$ cat config.mk
export PLATFORM = sky130hd
export DESIGN_NAME = charger_serial_slave
export DESIGN_NICKNAME = d
export VERILOG_FILES = /design/src/design/charger_pkg.sv /design/src/design/charger_serial_slave.sv /design/src/design/sync2.sv /design/src/design/fault_queue.sv
export SDC_FILE = /design/constraint.sdc
export NUM_CORES = 1
export LEC_CHECK = 0
export CAP_MARGIN = 20
export CORE_MARGIN = 1.5
export CORE_UTILIZATION = 60
export DETAILED_ROUTE_END_ITERATION = 10
export DONT_BUFFER_PORTS = 1
export PLACE_DENSITY = 0.82
export SYNTH_ARGS = -nofsm -noshare
export SYNTH_HDL_FRONTEND = slang
export SYNTH_SLANG_ARGS = --single-unit
$ cat constraint.sdc
create_clock -name clk -period 4.6 [get_ports clk]
set_input_delay 0.92 -clock clk [delete_from_list [all_inputs] [get_ports clk]]
set_output_delay 0.92 -clock clk [all_outputs]
set_load 0.01 [all_outputs]
$ cat src/design/charger_pkg.sv
/*
  Shared constants of the charger serial slave: address, register map,
  field positions, reset values, fault codes and timing counts.
  Assumes a 50 MHz core clock.
*/
package charger_pkg;
  // slave address and register map
  localparam logic [6:0] DEV_ADDR = 7'h6A;
  localparam logic [7:0] REG_STATUS = 8'h00;
  localparam logic [7:0] REG_CTRL = 8'h01;
  localparam logic [7:0] UNMAPPED_VALUE = 8'hFF;
  // status register fields
  localparam int B_WD_FLAG = 7;
  localparam int B_DOG_EN = 6;
  // control register fields
  localparam int B_CTRL_RST = 7;
  localparam int LIMIT_HI = 6;
  localparam int LIMIT_LO = 4;
  localparam int B_EN_STAT = 3;
  localparam int B_EN_TERM = 2;
  localparam int B_CE = 1;
  localparam int B_HZ = 0;
  // reset values
  localparam logic DOG_EN_RST = 1'b0;
  localparam logic [6:0] CTRL_RST = 7'h0C;
  // fault codes
  localparam logic [3:0] FAULT_NORMAL = 4'h0;
  localparam logic [3:0] FAULT_IN_REG_LOW = 4'hA;
  // fault queue
  localparam logic [3:0] FQ_DEPTH = 4'h8;
  // timing
  localparam longint CLK_HZ = 50000000;
  localparam longint WATCHDOG_S = 50;
  localparam longint HANGUP_US = 1000;
  localparam logic [31:0] WATCHDOG_CYCLES = 32'(WATCHDOG_S * CLK_HZ);
  localparam logic [31:0] HANGUP_CYCLES = 32'(HANGUP_US * CLK_HZ / 1000000);
endpackage

$ cat src/design/charger_serial_slave.sv
/*
  Two-wire serial slave of the charger with its status and control
  registers, fault queue, watchdog and transaction hang-up timer.
  Assumes the bus master drives the clock without stretching and
  that the analog status inputs are asynchronous levels.
*/
`timescale 1ns/1ps
module charger_serial_slave
  import charger_pkg::*;
#(
  parameter logic [31:0] WATCHDOG_CYC = WATCHDOG_CYCLES,
  parameter logic [31:0] HANGUP_CYC = HANGUP_CYCLES
) (
  // clock and reset
  input wire logic clk,
  input wire logic rstn,
  // serial link
  input wire logic scl,
  input wire logic sda_in,
  output logic sda_out,
  output logic sda_oe,
  // charger status
  input wire logic [1:0] charge_state,
  input wire logic [3:0] fault_code,
  input wire logic internal_regulator_low,
  input wire logic input_undervoltage_lockout,
  // charger control
  output logic [2:0] input_current_limit_select,
  output logic status_output_enable,
  output logic termination_enable,
  output logic charge_disable,
  output logic high_impedance_standby,
  output logic host_mode,
  output logic watchdog_expired_flag
);
  typedef enum logic [2:0] {
    S_IDLE = 3'b000,
    S_ADDR = 3'b001,
    S_ADDR_ACK = 3'b011,
    S_WR = 3'b010,
    S_WR_ACK = 3'b110,
    S_RD = 3'b111,
    S_RD_ACK = 3'b101,
    S_SKIP = 3'b100
  } st_t;

  typedef struct packed {
    logic scl_p;
    logic sda_p;
    st_t st;
    logic [2:0] cnt;
    logic last;
    logic [7:0] shift;
    logic rw;
    logic nack;
    logic first;
    logic [7:0] ptr;
    logic [31:0] hang;
    logic [31:0] wd;
    logic dog_en;
    logic wd_flag;
    logic host;
    logic [6:0] ctrl;
    logic sda_oe;
    logic sda_o;
    logic lockout_seen;
    logic [3:0] live_p;
  } state_t;

  state_t q, d;
  logic scl_s, sda_s, reg_low_s, lockout_s;
  logic [1:0] stat_s;
  logic [3:0] fault_s;
  logic [3:0] live;
  logic [3:0] fq_head;
  logic fq_empty;
  logic push, pop, load, wr_done;
  logic rise, fall, start, stop, hang_hit, wd_hit;
  logic [7:0] rd_byte;

  function automatic logic addr_match(input logic [7:0] b);
    return b[7:1] == DEV_ADDR;
  endfunction

  // all pin levels pass two flops
  sync2 #(.W(10)) u_sync (
    .clk(clk),
    .rstn(rstn),
    .d({scl, sda_in, charge_state, fault_code,
        internal_regulator_low, input_undervoltage_lockout}),
    .q({scl_s, sda_s, stat_s, fault_s, reg_low_s, lockout_s})
  );

  fault_queue u_fq (
    .clk(clk),
    .rstn(rstn),
    .push(push),
    .push_code(live),
    .pop(pop),
    .head(fq_head),
    .empty(fq_empty)
  );

  always_comb begin
    d = q;
    load = 1'b0;
    wr_done = 1'b0;
    d.scl_p = scl_s;
    d.sda_p = sda_s;
    rise = scl_s && !q.scl_p;
    fall = !scl_s && q.scl_p;
    start = scl_s && q.scl_p && q.sda_p && !sda_s;
    stop = scl_s && q.scl_p && !q.sda_p && sda_s;
    d.lockout_seen = lockout_s || (reg_low_s && q.lockout_seen);
    live = (reg_low_s && (lockout_s || q.lockout_seen)) ? FAULT_IN_REG_LOW : fault_s;
    d.live_p = live;
    push = (live != FAULT_NORMAL) && (live != q.live_p);
    case (q.ptr)
      REG_STATUS: rd_byte = {q.wd_flag, q.dog_en, stat_s, fq_empty ? live : fq_head};
      REG_CTRL: rd_byte = {1'b0, q.ctrl};
      default: rd_byte = UNMAPPED_VALUE;
    endcase
    if (q.st != S_IDLE) begin
      d.hang = q.hang + 32'h1;
    end
    hang_hit = (q.st != S_IDLE) && (q.hang == HANGUP_CYC - 32'h1);
    if (q.dog_en) begin
      d.wd = q.wd + 32'h1;
    end
    wd_hit = q.dog_en && (q.wd == WATCHDOG_CYC - 32'h1);
    case (q.st)
      S_ADDR, S_WR: begin
        if (rise) begin
          d.shift = {q.shift[6:0], sda_s};
          d.cnt = q.cnt + 3'h1;
          d.last = (q.cnt == 3'h7);
        end else if (fall && q.last) begin
          d.last = 1'b0;
          d.cnt = 3'h0;
          if (q.st == S_ADDR) begin
            if (addr_match(q.shift)) begin
              d.st = S_ADDR_ACK;
              d.sda_oe = 1'b1;
              d.rw = q.shift[0];
              d.first = 1'b1;
            end else begin
              d.st = S_SKIP;
            end
          end else begin
            d.st = S_WR_ACK;
            d.sda_oe = 1'b1;
            d.first = 1'b0;
            if (q.first) begin
              d.ptr = q.shift;
            end else begin
              wr_done = 1'b1;
              d.host = 1'b1;
              d.wd = 32'h0;
              if (q.ptr == REG_STATUS) begin
                d.dog_en = q.shift[B_DOG_EN];
              end else if (q.ptr == REG_CTRL) begin
                if (q.shift[B_CTRL_RST]) begin
                  d.ctrl = CTRL_RST;
                  d.dog_en = DOG_EN_RST;
                  d.wd_flag = 1'b0;
                end else begin
                  d.ctrl = q.shift[6:0];
                end
              end
            end
          end
        end
      end
      S_ADDR_ACK: begin
        if (fall) begin
          if (q.rw) begin
            load = 1'b1;
            d.st = S_RD;
          end else begin
            d.st = S_WR;
            d.sda_oe = 1'b0;
          end
        end
      end
      S_WR_ACK: begin
        if (fall) begin
          d.st = S_WR;
          d.sda_oe = 1'b0;
        end
      end
      S_RD: begin
        // drive data only after falling edge
        if (fall) begin
          if (q.cnt == 3'h7) begin
            d.st = S_RD_ACK;
            d.sda_oe = 1'b0;
          end else begin
            d.shift = {q.shift[6:0], 1'b0};
            d.cnt = q.cnt + 3'h1;
            d.sda_oe = !q.shift[6];
          end
        end
      end
      S_RD_ACK: begin
        if (rise) begin
          d.nack = sda_s;
        end else if (fall) begin
          if (q.nack) begin
            d.st = S_SKIP;
          end else begin
            load = 1'b1;
            d.st = S_RD;
          end
        end
      end
      S_SKIP: begin
        d.sda_oe = 1'b0;
      end
      default: begin
        d.sda_oe = 1'b0;
      end
    endcase
    pop = 1'b0;
    if (load) begin
      d.shift = rd_byte;
      d.cnt = 3'h0;
      d.sda_oe = !rd_byte[7];
      if (q.ptr == REG_STATUS) begin
        pop = !fq_empty;
        d.wd_flag = 1'b0;
      end
    end
    if (wd_hit) begin
      d.wd = 32'h0;
      d.wd_flag = 1'b1;
      d.ctrl = CTRL_RST;
      d.host = 1'b0;
    end
    if (hang_hit) begin
      d.hang = q.hang;
      d.st = S_IDLE;
      d.sda_oe = 1'b0;
      d.last = 1'b0;
    end
    if (stop) begin
      d.st = S_IDLE;
      d.sda_oe = 1'b0;
      d.last = 1'b0;
      d.hang = 32'h0;
    end
    if (start) begin
      d.st = S_ADDR;
      d.cnt = 3'h0;
      d.last = 1'b0;
      d.sda_oe = 1'b0;
      d.hang = 32'h0;
    end
  end

  always_ff @(posedge clk or negedge rstn) begin
    if (!rstn) begin
      q <= '0;
      q.scl_p <= 1'b1;
      q.sda_p <= 1'b1;
      q.ctrl <= CTRL_RST;
      q.dog_en <= DOG_EN_RST;
    end else begin
      q <= d;
    end
  end

  assign sda_out = q.sda_o;
  assign sda_oe = q.sda_oe;
  assign status_output_enable = q.ctrl[B_EN_STAT];
  assign termination_enable = q.ctrl[B_EN_TERM];
  assign charge_disable = q.ctrl[B_CE];
  assign high_impedance_standby = q.ctrl[B_HZ];
  assign input_current_limit_select = q.ctrl[LIMIT_HI:LIMIT_LO];
  assign host_mode = q.host;
  assign watchdog_expired_flag = q.wd_flag;
endmodule

$ cat src/design/sync2.sv
/*
  Two-flop synchroniser for a bundle of asynchronous levels.
  Assumes each bit is an independent level.
*/
`timescale 1ns/1ps
module sync2 #(
  parameter int W = 1
) (
  // clock and reset
  input wire logic clk,
  input wire logic rstn,
  // levels
  input wire logic [W-1:0] d,
  output logic [W-1:0] q
);
  typedef struct packed {
    logic [W-1:0] s1;
    logic [W-1:0] s2;
  } sync_t;
  sync_t r_q, r_d;
  always_comb begin
    r_d = r_q;
    r_d.s1 = d;
    r_d.s2 = r_q.s1;
  end
  always_ff @(posedge clk or negedge rstn) begin
    if (!rstn) begin
      r_q <= '0;
    end else begin
      r_q <= r_d;
    end
  end
  assign q = r_q.s2;
endmodule

$ cat src/design/fault_queue.sv
/*
  Small queue of pending fault codes; the head comes out of a register.
  Assumes push and pop are one-cycle strobes on the core clock.
*/
`timescale 1ns/1ps
module fault_queue
  import charger_pkg::*;
(
  // clock and reset
  input wire logic clk,
  input wire logic rstn,
  // fill side
  input wire logic push,
  input wire logic [3:0] push_code,
  // drain side
  input wire logic pop,
  output logic [3:0] head,
  output logic empty
);
  typedef struct packed {
    logic [7:0][3:0] mem;
    logic [2:0] wp;
    logic [2:0] rp;
    logic [3:0] count;
    logic [3:0] head;
    logic empty;
  } fq_t;
  fq_t q, d;
  logic do_pop;
  logic do_push;
  always_comb begin
    d = q;
    do_pop = pop && (q.count != 4'h0);
    do_push = push && ((q.count != FQ_DEPTH) || do_pop);
    if (do_push) begin
      d.mem[q.wp] = push_code;
      d.wp = q.wp + 3'h1;
    end
    if (do_pop) begin
      d.rp = q.rp + 3'h1;
    end
    d.count = 4'(q.count + {3'h0, do_push} - {3'h0, do_pop});
    d.head = d.mem[d.rp];
    d.empty = (d.count == 4'h0);
  end
  always_ff @(posedge clk or negedge rstn) begin
    if (!rstn) begin
      q <= '0;
      q.empty <= 1'b1;
    end else begin
      q <= d;
    end
  end
  assign head = q.head;
  assign empty = q.empty;
endmodule

# Yosys cells after proc, flatten, opt, wreduce, memory -nomap -nowiden

Index checks and enable logic that the tools add are counted.

Bits in writable memories: 0
Word-level logic and storage cells: 224
Bits in latches: 0
Flip-flop bits (word level): 175
ROM bits: 0
Input port bits: 12
Memories kept: 0

Reduce and logical (&&, ||, !) cells: 56
Bitwise gates (word level): 3
Shift operators: 0
Eq/ne operators: 41
Magnitude comparators: 3
Multipliers: 0
$add $sub $neg: 7
Div/mod/pow operators: 0
Multiplexer cells: 80

Operator list:

| kind                                            | number |
|---|---|
| two-way mux 32 bit                              | 6 |
| two-way mux 42 bit                              | 3 |
| two-way mux 43 bit                              | 2 |
| adder 32 x 1 -> 32 bit, second input constant   | 2 |
| != test 5 bit, second input constant            | 10 |
| two-way mux 3 bit                               | 14 |
| != test 6 bit, second input constant            | 6 |
| two-way mux 35 bit                              | 1 |
| two-way mux 7 bit                               | 5 |
| bitwise mux 32 bit                              | 1 |
| == test 32 x 16 -> 1 bit, second input constant | 1 |
| == test 32 bit, second input constant           | 1 |
| two-way mux 8 bit                               | 4 |
| one-hot mux 8 bit (2 select lines)              | 2 |
| two-way mux 1 bit                               | 26 |
| two-way mux 4 bit                               | 5 |
| logical AND 1 bit                               | 16 |
| nonzero test 4 bit                              | 4 |
| one-hot mux 3 bit (5 select lines)              | 1 |
| AND reduction 5 bit                             | 3 |
| AND reduction 7 bit                             | 2 |
| binary-select mux 4 bit (select 3 bit)          | 1 |
| demux 4 bit (select 3 bit)                      | 1 |
| == test 3 bit, second input constant            | 4 |
| 35 further kinds                                | 69 |

# Logic depth before layout (Yosys ltp)

Depth after elaboration: 12
Mapped depth: 14
Mapped depth without buffers: 13

# By module

Synthesis repeated with hierarchy kept, for this count alone.

Cells, all modules: 887
Area total of the unflattened synthesis: 9175.0 um^2

By module, submodules not included:

| module               | area an instance (um^2) | cells each | sequential area each (um^2) | times used |
|---|---|---|---|---|
| charger_serial_slave | 6077.1                  | 656        | 2707.6                      | 1 |
| fault_queue          | 2597.5                  | 211        | 1177.4                      | 1 |
| sync2                | 500.5                   | 20         | 500.5                       | 1 |

# Least setup slack after synthesis

OpenSTA, ideal clock, no wires.

Kind: reg-to-reg
Start: reg q[108] (netlist bit)
End: reg u_fq.empty (netlist name)
Data required time: 4504 ps
Period minus slack after synthesis: 2766 ps
Setup slack: 1834 ps
Setup time: 96 ps
Cell stages (with the launch flop): 14
Arrival time: 2669 ps
Cells stage by stage: dfstp_2 nor2b_1 buf_2 o211ai_4 o211ai_2 a21boi_2 buf_6 nand2_1 inv_1 ha_1 inv_1 fa_1 inv_1 nor4_1

RTL lines:

| item               | line                       | RTL |
|---|---|---|
| start: declaration | charger_serial_slave.sv:70 | `state_t q, d;` |

==> impl_metrics.py <==
metrics = {
    "status": {
        "outcome": "completed",
    },
    "drt": {
        "via_count": 6503,
        "drc": 0,
        "wire_per_inst_um": 16.55,
        "viasPerCell": 6.049,
        "drtAntennaViolNets": 0,
        "drt-total-wl_um": 17790,
        "first_iter_violations": 674,
        "firstDrtPassIters": 5,
    },
    "sta": {
        "maxSlewViolCount": 0,
        "worst_pin_slew_ns": 1.205,
        "rsz0062_at_grt": "false",
        "hold_viol": 0,
        "layout_min_cycle_time_ns": 3.579,
        "max-slew-margin-rel": 0.1965,
        "setup_viol": 0,
        "finClkSkew_ns": 0.009023,
        "fin_crit_sh": 0.7782,
        "fin_tns_setup_ns": 0,
        "fmax_mhz": 279.4,
    },
    "setup_path": {
        "reg2reg_setup_slack_ns": 1.02,
        "cp_data_required_time_ns": 4.94,
        "setup.worst_path.start": "q[108]",
        "worstPathCellList": "nor2b_1, o211ai_4, o211ai_2, a21boi_2, buf_4, nand2_1, inv_1, ha_1, inv_1, fa_1, inv_1, nor4_1",
        "cpMostUsedCell": "inv_1",
        "worstPathMaxFanout": 20,
        "r2r_start": "q[108]",
        "crit_type": "reg -> reg",
        "worstSetupStartpointType": "flip-flop",
        "endpoint_kind": "flip-flop",
        "slowest_stage": "dfstp_2",
        "worstPathArrival_ns": 3.92,
        "critPathMaxStageDelay_ns": 0.53,
    },
    "layout": {
        "final_nets": 906,
        "final_util": 0.6744,
        "layout_commonest_cell": "dfrtp_1",
        "n_fill_cell": 1041,
        "register_area_mm2": 0.004385,
        "final_cell_mix": "dfrtp_1, nor2_1, nand2_1",
        "synthToLayoutAreaGrowth_pct": 8.067,
        "drive_gt1_frac": 0.08715,
        "num_antenna_cells": 0,
        "multiInputGateArea_mm2": 0.004070,
    },
    "global_route": {
        "grt_usage": 0.2547,
        "grt_pass1_vias": 6268,
        "antenna_found_initial": 0,
        "grt_pass1_wl_um": 30340,
        "grt_max_degree": 176,
        "grt_overflow_total": 0,
    },
    "clocking": {
        "cts_resized": 0,
        "clk_pin_slew_ns": 0.07,
        "cts_tree": "built",
        "htree_num_levels": 4,
        "root_buffer": "clkbuf_16",
        "cts_buffers": 17,
        "clk_path_buf_depth": 2,
        "post_cts_buffers": 0,
        "clock_latency_ns": 0.44,
        "cts.sinks": 175,
        "postCtsHoldBufs": 0,
    },
    "floorplan": {
        "start_util": 0.6241,
        "design.die.area_mm2": 0.01534,
        "core_mm2": 0.01404,
        "ios": 23,
        "fp.dieW_um": 123.9,
        "die_h_um": 123.9,
        "rows": 43,
    },
    "synth": {
        "ys_ff_latch": 175,
        "syn-cell-area_mm2": 0.008763,
        "synth_edf_count": 0,
        "ys_async_sr_fraction": 1.000,
        "synth_top_area_share": 0.4854,
        "synth_cell_type_count": 79,
        "synthFlopType": "dfrtp_1",
        "ys.warnings.count": 0,
        "synth_area_leader_cell": "dfrtp_1",
        "synth_seq_area_share": 0.5004,
        "syn_area_per_cell_um2": 9.748,
        "syn_inst": 899,
        "synth_nets": 923,
        "yosys-top-cells-area": "dfrtp_1, nor2_1, nand2_1",
    },
    "min_path": {
        "min_path_type": "in -> async",
    },
    "job": {
        "cap_violations": 0,
    },
    "power_and_ir_drop": {
        "ir_worst_vdd_uv": 316.6,
        "p_leak_uw": 0.004208,
        "p_per_area_mw_per_mm2": 519.6,
    },
    "placed_design": {
        "numPortBuffers": 0,
        "dp_hpwl_um": 11810,
        "gp_congestion": 0.9084,
    },
}
sequential cells by signal (all words and copies together), names as in the netlist:
| signal | cells |
|---|---|
| charge_disable | 1 |
| high_impedance_standby | 1 |
| host_mode | 1 |
| input_current_limit_select | 3 |
| q | 98 |
| sda_oe | 1 |
| status_output_enable | 1 |
| termination_enable | 1 |
| u_fq.empty | 1 |
| u_fq.head | 4 |
| u_fq.q | 42 |
| u_sync.q | 10 |
| u_sync.r_d | 10 |
| watchdog_expired_flag | 1 |
critical path, delay by kind of cell (launching register included):
kind            cells  cell delay [ns]
simple gates        3             0.91
compound gates      3             0.85
fa+ha+maj           2             0.65
flops               1             0.53
buf+inv             4             0.53
layer usage:
metal / GRT usage / wire length, um / vias up / part of all wire
met4: 0.07759 / 328 / 0 / 0.018
met5: 0 / 0 / - / 0
met1: 0.3582 / 8263 / 3157 / 0.46
li1: - / - / 3133 / -
met3: 0.06502 / 860 / 24 / 0.048
met2: 0.3909 / 8342 / 189 / 0.47
worst paths after layout:
kind	to	cells past startpoint
hold / removal	u_sync.r_d[7]	0
setup reg to reg	u_fq.empty	12
setup / recovery	u_fq.empty	12
min in group clk	u_sync.q[0]	0
hold reg to reg	u_sync.q[0]	0
max in group asynchronous	q[107]	0
cells by family after synthesis:
family / Yosys count / share of synthesized area
and+or+nand+nor: 381 / 0.2187
AOI/OAI and AO/OA: 169 / 0.1265
DFF: 175 / 0.5004
other: 1 / 0.0004279
muxes: 25 / 0.03041
buffers and inverters: 69 / 0.03555
xor gates and xnor gates: 67 / 0.06996
adders and majority gates: 12 / 0.01799
final cells by class:
type / instances / area share
clock inverter: 15 / 0.02338
multi-input combinational: 655 / 0.4298
timing repair buffer: 5 / 0.003964
tap: 180 / 0.02378
clock buffer: 17 / 0.04492
sequential: 175 / 0.4631
inverter: 28 / 0.01110
synthesized netlist by cell type, types with 3 or more instances:
master,instances
nand2_1,94
mux2i_1,12
or3_1,10
o31ai_1,4
o21ai_0,57
a32oi_1,6
buf_6,3
or4_1,3
a31oi_1,7
nand4_1,20
a21oi_1,38
a32o_1,5
buf_2,9
dfstp_2,5
buf_4,5
nor4bb_1,3
a211oi_1,5
nor2b_1,11
a2bb2oi_1,3
inv_1,26
nor3_1,21
dfrtp_1,170
clkbuf_1,24
and4_1,9
o21a_1,3
nor3b_1,7
nor4_1,10
nand2b_1,4
xnor2_1,28
ha_1,11
mux2_2,13
a21o_1,5
nor2_1,110
and3_1,8
nand3_1,41
o211ai_1,9
and2_1,11
xor2_1,37
power breakdown:
| group | switching, uW | internal, uW | total, uW |
|---|---|---|---|
| Sequential | 304 | 1820 | 2120 |
| Combinational | 721 | 504 | 1230 |
| Clock | 643 | 929 | 1570 |
| Total | 1670 | 3250 | 4920 |
stage by stage:
step	setup WS (ns)	area (um2)	total power, uW	hold WS, ns	std cells
2_1_floorplan	1.834	8763	3069	0.3312	899
3_3_place_gp	1.223	8816	3292	0.3313	1042
3_5_place_dp	1.109	8816	3336	0.3364	1042
4_1_cts	1.076	9463	4923	0.1572	1074
5_1_grt	0.7554	9470	5214	0.1432	1075
6_report	1.021	9470	4921	0.1701	1075
Power figures use the tool's default switching activity.
